<file path="src/hw/slu_pkg.sv">
// Shared constants and types of the single-level interrupt unit.
package slu_pkg;

  // ******************************************************
  // Register map, byte offsets on the AXI4-Lite bus
  // ******************************************************
  localparam int         ADDR_W               = 5;
  localparam logic [4:0] OFF_CTRL             = 5'h00;
  localparam logic [4:0] OFF_PORT_WAKE_EN     = 5'h04;
  localparam logic [4:0] OFF_PORT_EDGE_SEL    = 5'h08;
  localparam logic [4:0] OFF_PORT_PEND        = 5'h0c;
  localparam logic [4:0] OFF_COUNTER          = 5'h10;
  localparam logic [4:0] OFF_TIMER1_CONTROL_B = 5'h14;
  localparam logic [4:0] OFF_UNIT_STATE       = 5'h18;

  // ******************************************************
  // Field positions and values after reset
  // ******************************************************
  localparam int         CTR_IRQ_EN_N_BIT     = 0;
  localparam int         CTR_OVF_BIT          = 7;
  localparam int         PAGE_SELECT_BIT0     = 5;
  localparam int         PAGE_SELECT_BIT1     = 6;
  localparam int         PAGE_SELECT_BIT2     = 7;
  localparam logic [7:0] RST_CTRL             = 8'h01;
  localparam logic [7:0] RST_PORT_WAKE_EN     = 8'h00;
  localparam logic [7:0] RST_PORT_EDGE_SEL    = 8'h00;
  localparam logic [7:0] RST_COUNTER          = 8'h00;
  localparam logic [11:0] VECTOR_ADDR         = 12'h000;
  localparam logic [1:0] RESP_OKAY            = 2'h0;
  localparam logic [1:0] RESP_SLVERR          = 2'h2;

  // ******************************************************
  // Response latency in instruction cycles (one per mclk)
  // ******************************************************
  localparam int         LAT_COUNTER_CYC      = 3;
  localparam int         LAT_PORT_CYC         = 5;
  localparam logic [2:0] WAIT_COUNTER         = 3'(LAT_COUNTER_CYC - 3);
  localparam logic [2:0] WAIT_PORT            = 3'(LAT_PORT_CYC - 3);

  // Sequencer states, one-hot.
  typedef enum logic [2:0] {
    ST_IDLE    = 3'h1,
    ST_WAIT    = 3'h2,
    ST_SERVICE = 3'h4
  } slu_state_e;

endpackage

</file>
<file path="src/hw/slu_port_wake.sv">
// Port wakeup edge detector with per-pin sticky pending flags.
`timescale 1ns/1ps
module slu_port_wake #(
  parameter int WIDTH = 8
) (
  input  wire logic             mclk,
  input  wire logic             sys_rst,
  input  wire logic [WIDTH-1:0] pinsAsync,
  input  wire logic [WIDTH-1:0] edgeFall,
  input  wire logic [WIDTH-1:0] wakeEn,
  input  wire logic [WIDTH-1:0] clrMask,
  output logic      [WIDTH-1:0] pend
);

  logic [WIDTH-1:0] syncA;
  logic [WIDTH-1:0] syncB;
  logic [WIDTH-1:0] prevB;
  logic [WIDTH-1:0] hit;
  logic [WIDTH-1:0] next_pend;

  // Edge selection per pin; a set in the same cycle as a clear wins.
  always_comb begin
    hit       = wakeEn & ((syncB & ~prevB & ~edgeFall) | (~syncB & prevB & edgeFall));
    next_pend = (pend & ~clrMask) | hit;
  end

  // Two-stage synchroniser, history stage and pending flags.
  always_ff @(posedge mclk or posedge sys_rst) begin
    if (sys_rst) begin
      syncA <= '0;
      syncB <= '0;
      prevB <= '0;
      pend  <= '0;
    end else begin
      syncA <= pinsAsync;
      syncB <= syncA;
      prevB <= syncB;
      pend  <= next_pend;
    end
  end

endmodule // slu_port_wake

</file>
<file path="src/hw/slu_irq_unit.sv">
// Single-level interrupt unit: sources, context shadows, sequencer, AXI4-Lite registers.
// Function
// - Save PC, accumulator, status, pointer to shadows.
// - Vector every entry to address zero.
// - Block new entries until return.
// - Clear page bits after status saved.
// - Interrupt return address kept apart from call stack.
// - No priority; pending sources taken one by one.
// - Port flags keep setting during service.
// - Return restores context from shadows.
// - Pending request re-enters right after return.
// - Latency: counter three, port five cycles.
// - Only enabled sources request entry.
// - Port edges never interrupt in power-down.
// - Counter wrap FFh to 00h requests.
// - Larger variant sets overflow flag bit seven.
// - Add-return adds accumulator to counter first.
// - Eight pins, edge select, own pending flags.
//
// Local design decisions: the AXI4-Lite register port and the placing of the registers.
`timescale 1ns/1ps
module slu_irq_unit #(
  parameter int WIDTH       = 8,
  parameter bit HAS_OVF_FLAG = 1'b1
) (
  input  wire logic                      mclk,
  input  wire logic                      sys_rst,
  input  wire logic [slu_pkg::ADDR_W-1:0] awaddr,
  input  wire logic                      awvalid,
  output logic                           awready,
  input  wire logic [31:0]               wdata,
  input  wire logic [3:0]                wstrb,
  input  wire logic                      wvalid,
  output logic                           wready,
  output logic      [1:0]                bresp,
  output logic                           bvalid,
  input  wire logic                      bready,
  input  wire logic [slu_pkg::ADDR_W-1:0] araddr,
  input  wire logic                      arvalid,
  output logic                           arready,
  output logic      [31:0]               rdata,
  output logic      [1:0]                rresp,
  output logic                           rvalid,
  input  wire logic                      rready,
  input  wire logic [WIDTH-1:0]          portPins,
  input  wire logic                      sleepMode,
  input  wire logic                      counterTick,
  input  wire logic                      retiReq,
  input  wire logic                      retiAdd,
  input  wire logic [11:0]               pcIn,
  input  wire logic [7:0]                accIn,
  input  wire logic [7:0]                statusIn,
  input  wire logic [7:0]                fsrIn,
  output logic                           vectorJump,
  output logic                           restoreLoad,
  output logic      [11:0]               pcLoadValue,
  output logic      [7:0]                accLoadValue,
  output logic      [7:0]                statusLoadValue,
  output logic      [7:0]                fsrLoadValue,
  output logic                           inService,
  output logic      [7:0]                counterValue
);

  // ******************************************************
  // Declarations
  // ******************************************************
  slu_pkg::slu_state_e         state, next_state;
  logic [2:0]                  waitCnt, next_waitCnt;
  logic                        ctrReq, next_ctrReq;
  logic                        lastPort, next_lastPort;
  logic                        ovfFlag, next_ovfFlag;
  logic [11:0]                 shadowPc, next_shadowPc;
  logic [7:0]                  shadowAcc, next_shadowAcc;
  logic [7:0]                  shadowStatus, next_shadowStatus;
  logic [7:0]                  shadowFsr, next_shadowFsr;
  logic                        next_vectorJump, next_restoreLoad, next_inService;
  logic [11:0]                 next_pcLoadValue;
  logic [7:0]                  next_accLoadValue, next_statusLoadValue, next_fsrLoadValue;
  logic [7:0]                  next_counterValue;
  logic [7:0]                  ctrl, next_ctrl;
  logic [WIDTH-1:0]            wakeEn, next_wakeEn;
  logic [WIDTH-1:0]            edgeSel, next_edgeSel;
  logic [WIDTH-1:0]            portPend;
  logic [WIDTH-1:0]            pendClr;
  logic                        awHave, next_awHave, wHave, next_wHave;
  logic [slu_pkg::ADDR_W-1:0]  awAddrQ, next_awAddrQ;
  logic [31:0]                 wDataQ, next_wDataQ;
  logic [3:0]                  wStrbQ, next_wStrbQ;
  logic                        next_awready, next_wready, next_bvalid, next_arready, next_rvalid;
  logic [1:0]                  next_bresp, next_rresp;
  logic [31:0]                 next_rdata;
  logic                        doWrite, wrCounter, wrOvfClr, retiAccept, retiAddTake;
  logic                        ctrWrap, portReq, canStart, takeCtr, takePort, go;

  // Write hit on a register whose low byte lane is enabled.
  function automatic logic wrHit(input logic [slu_pkg::ADDR_W-1:0] off);
    wrHit = doWrite && (awAddrQ == off) && wStrbQ[0];
  endfunction

  // True when an offset belongs to the register map.
  function automatic logic isMapped(input logic [slu_pkg::ADDR_W-1:0] a);
    isMapped = (a == slu_pkg::OFF_CTRL) || (a == slu_pkg::OFF_PORT_WAKE_EN)
            || (a == slu_pkg::OFF_PORT_EDGE_SEL) || (a == slu_pkg::OFF_PORT_PEND)
            || (a == slu_pkg::OFF_COUNTER) || (a == slu_pkg::OFF_TIMER1_CONTROL_B)
            || (a == slu_pkg::OFF_UNIT_STATE);
  endfunction

  // ******************************************************
  // Port wakeup pending flags
  // ******************************************************
  // Detection runs regardless of the sequencer, so edges seen in service stay pending.
  slu_port_wake #(
    .WIDTH (WIDTH)
  ) u_port_wake (
    .mclk      (mclk),
    .sys_rst   (sys_rst),
    .pinsAsync (portPins),
    .edgeFall  (edgeSel),
    .wakeEn    (wakeEn),
    .clrMask   (pendClr),
    .pend      (portPend)
  );

  // ******************************************************
  // Request sources and selection
  // ******************************************************
  // Source qualification, source choice and the start condition.
  always_comb begin
    retiAccept  = (state == slu_pkg::ST_SERVICE) && retiReq;
    retiAddTake = retiAccept && retiAdd;
    ctrWrap     = counterTick && (counterValue == 8'hff) && !wrCounter && !retiAddTake;
    portReq     = (|(portPend & wakeEn)) && !sleepMode;
    canStart    = (state == slu_pkg::ST_IDLE) || retiAccept;
    takePort    = canStart && portReq && (!ctrReq || !lastPort);
    takeCtr     = canStart && ctrReq && !takePort;
    go          = takePort || takeCtr;
  end

  // ******************************************************
  // Counter, sequencer and context shadows
  // ******************************************************
  // Next values of the counter, request latch, sequencer and core load outputs.
  always_comb begin
    next_state           = state;
    next_waitCnt         = waitCnt;
    next_lastPort        = lastPort;
    next_shadowPc        = shadowPc;
    next_shadowAcc       = shadowAcc;
    next_shadowStatus    = shadowStatus;
    next_shadowFsr       = shadowFsr;
    next_vectorJump      = 1'b0;
    next_restoreLoad     = 1'b0;
    next_pcLoadValue     = pcLoadValue;
    next_accLoadValue    = accLoadValue;
    next_statusLoadValue = statusLoadValue;
    next_fsrLoadValue    = fsrLoadValue;
    // The counter: bus write first, then add-return, then the tick.
    next_counterValue = counterValue;
    if (wrCounter) begin
      next_counterValue = wDataQ[7:0];
    end else if (retiAddTake) begin
      next_counterValue = counterValue + accIn;
    end else if (counterTick) begin
      next_counterValue = counterValue + 8'h01;
    end
    // A new wrap wins over the clear caused by taking the request.
    next_ctrReq  = (ctrReq && !takeCtr) || (ctrWrap && !ctrl[slu_pkg::CTR_IRQ_EN_N_BIT]);
    next_ovfFlag = HAS_OVF_FLAG && ((ovfFlag && !wrOvfClr) || ctrWrap);
    unique case (state)
      slu_pkg::ST_IDLE: begin
        if (go) begin
          next_state = slu_pkg::ST_WAIT;
        end
      end
      slu_pkg::ST_WAIT: begin
        if (waitCnt == 3'h0) begin
          // Entry: shadows take the live context, page bits are cleared only in the load value.
          // Just after a return the core still shows the routine's context for one
          // cycle, so a quick retake keeps the shadows, which hold the restored one.
          next_state           = slu_pkg::ST_SERVICE;
          next_vectorJump      = 1'b1;
          if (!restoreLoad) begin
            next_shadowPc     = pcIn;
            next_shadowAcc    = accIn;
            next_shadowStatus = statusIn;
            next_shadowFsr    = fsrIn;
          end
          next_pcLoadValue     = slu_pkg::VECTOR_ADDR;
          next_accLoadValue    = next_shadowAcc;
          next_statusLoadValue = next_shadowStatus;
          next_statusLoadValue[slu_pkg::PAGE_SELECT_BIT0] = 1'b0;
          next_statusLoadValue[slu_pkg::PAGE_SELECT_BIT1] = 1'b0;
          next_statusLoadValue[slu_pkg::PAGE_SELECT_BIT2] = 1'b0;
          next_fsrLoadValue    = next_shadowFsr;
        end else begin
          next_waitCnt = waitCnt - 3'h1;
        end
      end
      slu_pkg::ST_SERVICE: begin
        if (retiAccept) begin
          next_restoreLoad     = 1'b1;
          next_pcLoadValue     = shadowPc;
          next_accLoadValue    = shadowAcc;
          next_statusLoadValue = shadowStatus;
          next_fsrLoadValue    = shadowFsr;
          next_state           = go ? slu_pkg::ST_WAIT : slu_pkg::ST_IDLE;
        end
      end
    endcase
    if (go) begin
      next_waitCnt  = takeCtr ? slu_pkg::WAIT_COUNTER : slu_pkg::WAIT_PORT;
      next_lastPort = takePort;
    end
    next_inService = (next_state == slu_pkg::ST_SERVICE);
  end

  // Registers of the sequencer group.
  always_ff @(posedge mclk or posedge sys_rst) begin
    if (sys_rst) begin
      state           <= slu_pkg::ST_IDLE;
      waitCnt         <= 3'h0;
      ctrReq          <= 1'b0;
      lastPort        <= 1'b0;
      ovfFlag         <= 1'b0;
      shadowPc        <= 12'h000;
      shadowAcc       <= 8'h00;
      shadowStatus    <= 8'h00;
      shadowFsr       <= 8'h00;
      vectorJump      <= 1'b0;
      restoreLoad     <= 1'b0;
      pcLoadValue     <= 12'h000;
      accLoadValue    <= 8'h00;
      statusLoadValue <= 8'h00;
      fsrLoadValue    <= 8'h00;
      inService       <= 1'b0;
      counterValue    <= slu_pkg::RST_COUNTER;
    end else begin
      state           <= next_state;
      waitCnt         <= next_waitCnt;
      ctrReq          <= next_ctrReq;
      lastPort        <= next_lastPort;
      ovfFlag         <= next_ovfFlag;
      shadowPc        <= next_shadowPc;
      shadowAcc       <= next_shadowAcc;
      shadowStatus    <= next_shadowStatus;
      shadowFsr       <= next_shadowFsr;
      vectorJump      <= next_vectorJump;
      restoreLoad     <= next_restoreLoad;
      pcLoadValue     <= next_pcLoadValue;
      accLoadValue    <= next_accLoadValue;
      statusLoadValue <= next_statusLoadValue;
      fsrLoadValue    <= next_fsrLoadValue;
      inService       <= next_inService;
      counterValue    <= next_counterValue;
    end
  end

  // ******************************************************
  // AXI4-Lite slave
  // ******************************************************
  // Address and data are caught in either order; the write runs once both are held.
  always_comb begin
    doWrite   = awHave && wHave && !bvalid;
    wrCounter = wrHit(slu_pkg::OFF_COUNTER);
    wrOvfClr  = wrHit(slu_pkg::OFF_TIMER1_CONTROL_B) && wDataQ[slu_pkg::CTR_OVF_BIT];
    pendClr   = wrHit(slu_pkg::OFF_PORT_PEND) ? wDataQ[WIDTH-1:0] : '0;
    next_ctrl    = wrHit(slu_pkg::OFF_CTRL) ? (wDataQ[7:0] & 8'h01) : ctrl;
    next_wakeEn  = wrHit(slu_pkg::OFF_PORT_WAKE_EN) ? wDataQ[WIDTH-1:0] : wakeEn;
    next_edgeSel = wrHit(slu_pkg::OFF_PORT_EDGE_SEL) ? wDataQ[WIDTH-1:0] : edgeSel;
    next_awHave  = (awHave || (awvalid && awready)) && !doWrite;
    next_wHave   = (wHave || (wvalid && wready)) && !doWrite;
    next_awAddrQ = (awvalid && awready) ? awaddr : awAddrQ;
    next_wDataQ  = (wvalid && wready) ? wdata : wDataQ;
    next_wStrbQ  = (wvalid && wready) ? wstrb : wStrbQ;
    next_bvalid  = doWrite || (bvalid && !bready);
    next_awready = !next_awHave && !next_bvalid;
    next_wready  = !next_wHave && !next_bvalid;
    next_bresp   = doWrite ? (isMapped(awAddrQ) ? slu_pkg::RESP_OKAY : slu_pkg::RESP_SLVERR)
                           : bresp;
    next_rvalid  = (arvalid && arready) || (rvalid && !rready);
    next_arready = !next_rvalid;
    next_rdata   = rdata;
    next_rresp   = rresp;
    if (arvalid && arready) begin
      next_rresp = isMapped(araddr) ? slu_pkg::RESP_OKAY : slu_pkg::RESP_SLVERR;
      next_rdata = 32'h0;
      unique case (araddr)
        slu_pkg::OFF_CTRL:             next_rdata[7:0] = ctrl;
        slu_pkg::OFF_PORT_WAKE_EN:     next_rdata[WIDTH-1:0] = wakeEn;
        slu_pkg::OFF_PORT_EDGE_SEL:    next_rdata[WIDTH-1:0] = edgeSel;
        slu_pkg::OFF_PORT_PEND:        next_rdata[WIDTH-1:0] = portPend;
        slu_pkg::OFF_COUNTER:          next_rdata[7:0] = counterValue;
        slu_pkg::OFF_TIMER1_CONTROL_B: next_rdata[slu_pkg::CTR_OVF_BIT] = ovfFlag;
        slu_pkg::OFF_UNIT_STATE:       next_rdata[3:0] = {ctrReq, state};
        default:                       next_rdata = 32'h0;
      endcase
    end
  end

  // Registers of the bus group.
  always_ff @(posedge mclk or posedge sys_rst) begin
    if (sys_rst) begin
      ctrl    <= slu_pkg::RST_CTRL;
      wakeEn  <= slu_pkg::RST_PORT_WAKE_EN;
      edgeSel <= slu_pkg::RST_PORT_EDGE_SEL;
      awHave  <= 1'b0;
      wHave   <= 1'b0;
      awAddrQ <= '0;
      wDataQ  <= 32'h0;
      wStrbQ  <= 4'h0;
      awready <= 1'b0;
      wready  <= 1'b0;
      bvalid  <= 1'b0;
      bresp   <= slu_pkg::RESP_OKAY;
      arready <= 1'b0;
      rvalid  <= 1'b0;
      rdata   <= 32'h0;
      rresp   <= slu_pkg::RESP_OKAY;
    end else begin
      ctrl    <= next_ctrl;
      wakeEn  <= next_wakeEn;
      edgeSel <= next_edgeSel;
      awHave  <= next_awHave;
      wHave   <= next_wHave;
      awAddrQ <= next_awAddrQ;
      wDataQ  <= next_wDataQ;
      wStrbQ  <= next_wStrbQ;
      awready <= next_awready;
      wready  <= next_wready;
      bvalid  <= next_bvalid;
      bresp   <= next_bresp;
      arready <= next_arready;
      rvalid  <= next_rvalid;
      rdata   <= next_rdata;
      rresp   <= next_rresp;
    end
  end
endmodule // slu_irq_unit

</file>
<file path="config.mk">
export PLATFORM = sky130hd
export DESIGN_NAME = slu_irq_unit
export DESIGN_NICKNAME = d
export VERILOG_FILES = /design/src/hw/slu_pkg.sv /design/src/hw/slu_port_wake.sv /design/src/hw/slu_irq_unit.sv
export SDC_FILE = /design/constraint.sdc
export NUM_CORES = 1
export LEC_CHECK = 0
export BUFFER_PORTS_ARGS = -buffer_cell sky130_fd_sc_hd__buf_2
export CAP_MARGIN = 20
export CORE_MARGIN = 3
export CORE_UTILIZATION = 45
export CTS_CLUSTER_SIZE = 10
export DETAILED_ROUTE_END_ITERATION = 16
export GPL_ROUTABILITY_DRIVEN = 1
export PLACE_DENSITY = 0.69
export SETUP_SLACK_MARGIN = 0.3
export SYNTH_ARGS = -nofsm -noshare
export SYNTH_HDL_FRONTEND = slang
export SYNTH_SLANG_ARGS = --single-unit
</file>
<file path="constraint.sdc">
create_clock -name mclk -period 6.8 [get_ports mclk]
set_clock_uncertainty 0.05 [all_clocks]
set_input_delay 1.36 -clock mclk [delete_from_list [all_inputs] [get_ports mclk]]
set_output_delay 1.36 -clock mclk [all_outputs]
set_load 0.05 [all_outputs]
</file>
## Word-level counts from Yosys, hierarchy flattened

Index checks and enable logic that the tools add are counted.

- Flip-flop bits (word level): 174
- Latch bits: 0
- RAM bits: 0
- Memory bits (read-only): 0
- Input port bits: 101
- Logic and storage cells: 198
- Memories kept: 0

- Add/subtract/negate cells: 3
- Multipliers: 0
- Div/mod/pow operators: 0
- Order comparisons: 0
- Equality and inequality tests: 20
- Shift-type cells: 0
- Mux-type cells: 37
- Bitwise gates (word level): 14
- Reductions and logical operators: 86

Operator list:

| cell | count |
|---|---|
| $mux 8 | 12 |
| $and 8x8->8 | 7 |
| $pmux 8 s2 | 3 |
| $logic_and 1x1->1 | 37 |
| $not 8->8 | 4 |
| $eq 5x5->1 const B | 6 |
| $mux 12 | 2 |
| $pmux 12 s2 | 1 |
| $pmux 4 s6 | 1 |
| $logic_or 1x1->1 | 21 |
| $eq 5x4->1 const B | 4 |
| $mux 3 | 6 |
| $logic_not 1->1 | 17 |
| $or 8x8->8 | 2 |
| $pmux 3 s4 | 1 |
| $eq 5x3->1 const B | 2 |
| $logic_not 5->1 | 2 |
| $pmux 3 s3 | 1 |
| $add 8x1->8 const B | 1 |
| $add 8x8->8 | 1 |
| $eq 8x8->1 const B | 1 |
| $mux 2 | 4 |
| $reduce_or 8->1 | 1 |
| $eq 3x3->1 const B | 2 |
| other kinds (13) | 21 |

## Depth between registers and ports, before layout

- Depth after elaboration: 12
- Depth in mapped cells: 12
- Mapped depth without buffers: 10

## Modules after synthesis

Synthesis repeated with hierarchy kept, for this count alone.

- Cells, all modules: 668
- Area, all modules: 7691.1 um^2

By module, submodules not included:

| module | instances | cells an instance | area each (um^2) |
|---|---|---|---|
| slu_irq_unit | 1 | 603 | 6636.4 |
| slu_port_wake | 1 | 65 | 1054.8 |

## Worst setup path after synthesis

OpenSTA, ideal clock, no wires.

- Path type: input -> register
- Start point: input retiReq
- End point: register counterValue[7]
- Setup time: 0.080 ns
- Data arrival time: 3.477 ns
- Path slack: 3.193 ns
- Stages on the path: 10
- Path through: nor4bb_1 clkbuf_1 clkbuf_1 and3_1 ha_1 a21oi_1 o21ai_0 a21oi_1 mux2_2 nor3_2

- Longest elaborated chain between the ends: 4
- Elaborated cells on any way between the ends: 5

Ends and longest elaborated chain:

| element | line | text |
|---|---|---|
| start: declaration | slu_irq_unit.sv:48 | `input wire logic retiReq,` |
| $logic_and 1x1->1 (*) | slu_irq_unit.sv:129 | `retiAccept = (state == slu_pkg::ST_SERVICE) && retiReq;` |
| $logic_and 1x1->1 (*) | slu_irq_unit.sv:130 | `retiAddTake = retiAccept && retiAdd;` |
| $mux 8 | slu_irq_unit.sv:161 | `end else if (retiAddTake) begin` |
| $mux 8 | slu_irq_unit.sv:159 | `if (wrCounter) begin` |
| end signal: assignment | slu_irq_unit.sv:236 | `counterValue <= slu_pkg::RST_COUNTER;` |
| end signal: assignment | slu_irq_unit.sv:254 | `counterValue <= next_counterValue;` |
| end: declaration | slu_irq_unit.sv:61 | `output logic [7:0] counterValue` |

Mark *: on every way between the ends. The rest lies on a longest branch, timed or not.
A chain may end at the register's enable or synchronous reset.

## Worst setup path in the final report

Ends and elaborated chain as after synthesis.

==> summary.txt <==
Clock tree
  • Worst-Skew Late Latency: approximately 0.43 ns
  • Root Buffer: clkbuf_16
  • Htree depth: 4
  • Num CTS Buffers: 17
  • Max clock buf depth: 2
  • Postcts setup bufs: 0
  • Post-CTS sizing: 0
  • CTS tree: yes
  • Sink Count: 172
  • Reg clk slew, reported paths: 0.06 ns
  • Hold Buf Count CTS: 0

Detailed routing
  • Residual DRC: 0
  • First DRT Iteration DRCs: 383
  • Routed WL per cell: 16.4 µm
  • WL final: between 15000 and 20000 µm
  • DRT Pass-1 Iters: 4
  • Routed Antenna Nets: 0
  • Avg Vias per Cell: roughly 5.2
  • Vias: 5366

Layout
  • Register area: 0.00431 mm²
  • Multi-input gate area: 0.00311 mm²
  • Layout area overhead: 19.1%
  • Final #Nets: approximately 910
  • Design Area, Final: 0.00910 mm²
  • FILL cells: ~1500
  • Non-Filler Instances: 1037
  • Share of layout cells above drive strength 1: about a third

Logic synthesis
  • Avg Cell Area, Syn: 11.4 µm²
  • Synth area leaders: dfrtp_1, mux2_2, nand2_1, o21ai_0, mux2i_1
  • Synth cell types: 53
  • EDFF count, synth: 0
  • #FFs+latches synth: around 170
  • Netlist area before placement: 0.00764 mm²
  • Top cells by count, synth: dfrtp_1, nand2_1, mux2_2
  • Asr flop ratio synth: 100%
  • Post-synth top flop: dfrtp_1
  • Post-synth top area cell: dfrtp_1
  • Syn Inst Count: approximately 670
  • Yosys warning total: 0
  • Seq/Total Area, Yosys: 56.4%
  • Top-count cell post-synth: dfrtp_1
  • Post-synth top area share: 55.7%

STA
  • RSZ-0062 raised after global routing: no
  • Hold_ws: between 0.2 and 0.3 ns
  • Worst Tran Pin Value: roughly 1.1 ns
  • Slew HR: between 20 and 30%
  • Final Max Tran Viols: 0
  • Setup Total Neg Slack: 0 ns
  • Max Fclk: 0.250 GHz
  • Final min period: 4.00 ns
  • Fin crit share: 58.8%
  • Final setup fails: 0
  • Fin. Hold Viols: 0

Setup path
  • R2R setup slack: 3.34 ns
  • Crit Path Max Fanout: 20
  • Worst Setup End Kind: flop
  • Crit path launch type: input pin
  • Crit path DAT: 4.30 ns
  • Crit Path Category: in2reg
  • Crit path required time: 7.10 ns

Power and ir drop
  • Combinational power share: a little under a third
  • Switching part of the total power: 38.9%
  • Worst VDD drop: 287 µV
  • Power per cell area: approximately 420 mW/mm²
  • Reg power frac: around two fifths
  • Pleak: 4.61 nW
  • Int Pwr: 2.33 mW
  • Clk pwr share: 27.7%
  • Psw: 1.48 mW

Die
  • Die Y: 136 µm
  • Cell Rows: 47
  • Die Span X: 136 µm
  • Initial core utilization: 46.1%
  • Core area: between 0.015 and 0.02 mm²
  • Die Footprint: 0.0186 mm²
  • Number of I/O pins: 189

Hold path
  • Worst hold path class: reg2reg

Placement
  • # placed instances: 1004
  • Placed inst area: 0.00845 mm²
  • GPL Wtd Cong: 0.810
  • Port Buffers: 135
  • DPL Wire Length: between 10000 and 15000 µm

Global route
  • Initial antenna violation count: 0
  • Largest net degree at the start of global routing: between 70 and 80
  • Vias in the first global route: 5212
  • GRT overflow: 0
  • First-pass GRT wire length: 26600 µm
  • Total global routing track utilization: a little under a fifth

Flow run
  • Max capacitance violation total: 0

Status
  • Status: complete, no violations
## kinds of logic after synthesis
group	share of synthesized area (%)
muxes	14.4
xor gates and xnor gates	0.459
DFF	56.4
other	0.0491
and+or+nand+nor	12.3
AOI/OAI and AO/OA	10.1
adders and majority gates	1.74
buffers and inverters	4.55
## worst paths after layout
path / from / end / cells after the start
max: retiReq / counterValue[7] / 10
min reg2reg: u_port_wake.syncA[6] / u_port_wake.syncB[6] / 0
min: u_port_wake.syncA[6] / u_port_wake.syncB[6] / 0
max in group asynchronous: sys_rst / rdata[0] / 3
max reg2reg: state[1] / counterValue[7] / 9
min in group asynchronous: sys_rst / pcLoadValue[4] / 2
## routing by layer
layer  vias up  wire length (µm)  track usage, %
li1       2589                 -               -
met1      2625              7480            24.2
met2       135              8250            29.7
met3        17               930            4.77
met4         0               303            7.50
met5         -                 0               0
## through the flow
stage / setup WS, ns / util, % / power [mW]
after floorplan: 0.733 / - / 2.44
after global placement: 2.38 / 50.9 / 2.75
after detailed placement: 2.39 / 50.9 / 2.78
after CTS: 2.81 / 54.8 / 3.84
after global routing: 2.52 / 54.8 / 4.02
final: 2.80 / 54.9 / 3.81
## cell type report
| cell class | instances | share of cell area, % |
|---|---|---|
| antenna | 1 | 0.0275 |
| clock buffer | 20 | 5.13 |
| clock inverter | 12 | 1.99 |
| inverter | 11 | 0.509 |
| multi-input combinational | 461 | 34.1 |
| sequential | 172 | 47.3 |
| tap | 220 | 3.03 |
| timing repair buffer | 140 | 7.84 |
## cells in the final DEF, fill, tap and decap left out, drive strengths merged, types with 5 or more instances in the layout
master / synthesis / routed
inv: 11 / 14
nand2b: 13 / 13
dfrtp: 170 / 170
o21ai: 63 / 63
buf: 36 / 140
nor2b: 6 / 6
a22o: 10 / 10
a21oi: 19 / 19
nor3: 5 / 5
nand4: 5 / 5
a22oi: 9 / 9
mux2: 73 / 73
and3: 8 / 8
conb: 1 / 26
nand2: 89 / 89
nor2: 30 / 30
nand3b: 10 / 10
clkbuf: 18 / 20
mux2i: 28 / 28
ha: 9 / 9
nand3: 8 / 8
## worst max-delay path, stage by stage
cell and delay [ns]:
buf_2 0.11, nor4bb_4 0.92, buf_4 0.37, and3_1 0.18
ha_1 0.26, a21oi_1 0.22, o21ai_0 0.12, a21oi_1 0.22
mux2_2 0.38, nor3_2 0.15
## registers in the layout, indices dropped and copies added, names as in the netlist, 3 cells and up
register / cells
shadowFsr: 8
statusLoadValue: 8
awAddrQ: 5
shadowAcc: 8
u_port_wake.syncA: 8
waitCnt: 3
fsrLoadValue: 8
u_port_wake.prevB: 8
counterValue: 8
shadowPc: 12
state: 3
wDataQ: 8
u_port_wake.syncB: 8
shadowStatus: 8
wakeEn: 8
rdata: 8
u_port_wake.pend: 8
pcLoadValue: 12
accLoadValue: 8
edgeSel: 8
## power groups by stage
stage,clock (mW),sequential (mW),combinational (mW)
floorplan,0,1.89,0.548
global placement,0,1.57,1.19
detailed placement,0,1.57,1.21
CTS,1.07,1.56,1.21
global route,1.12,1.59,1.31
finish,1.06,1.55,1.20
Power figures use the tool's default switching activity.
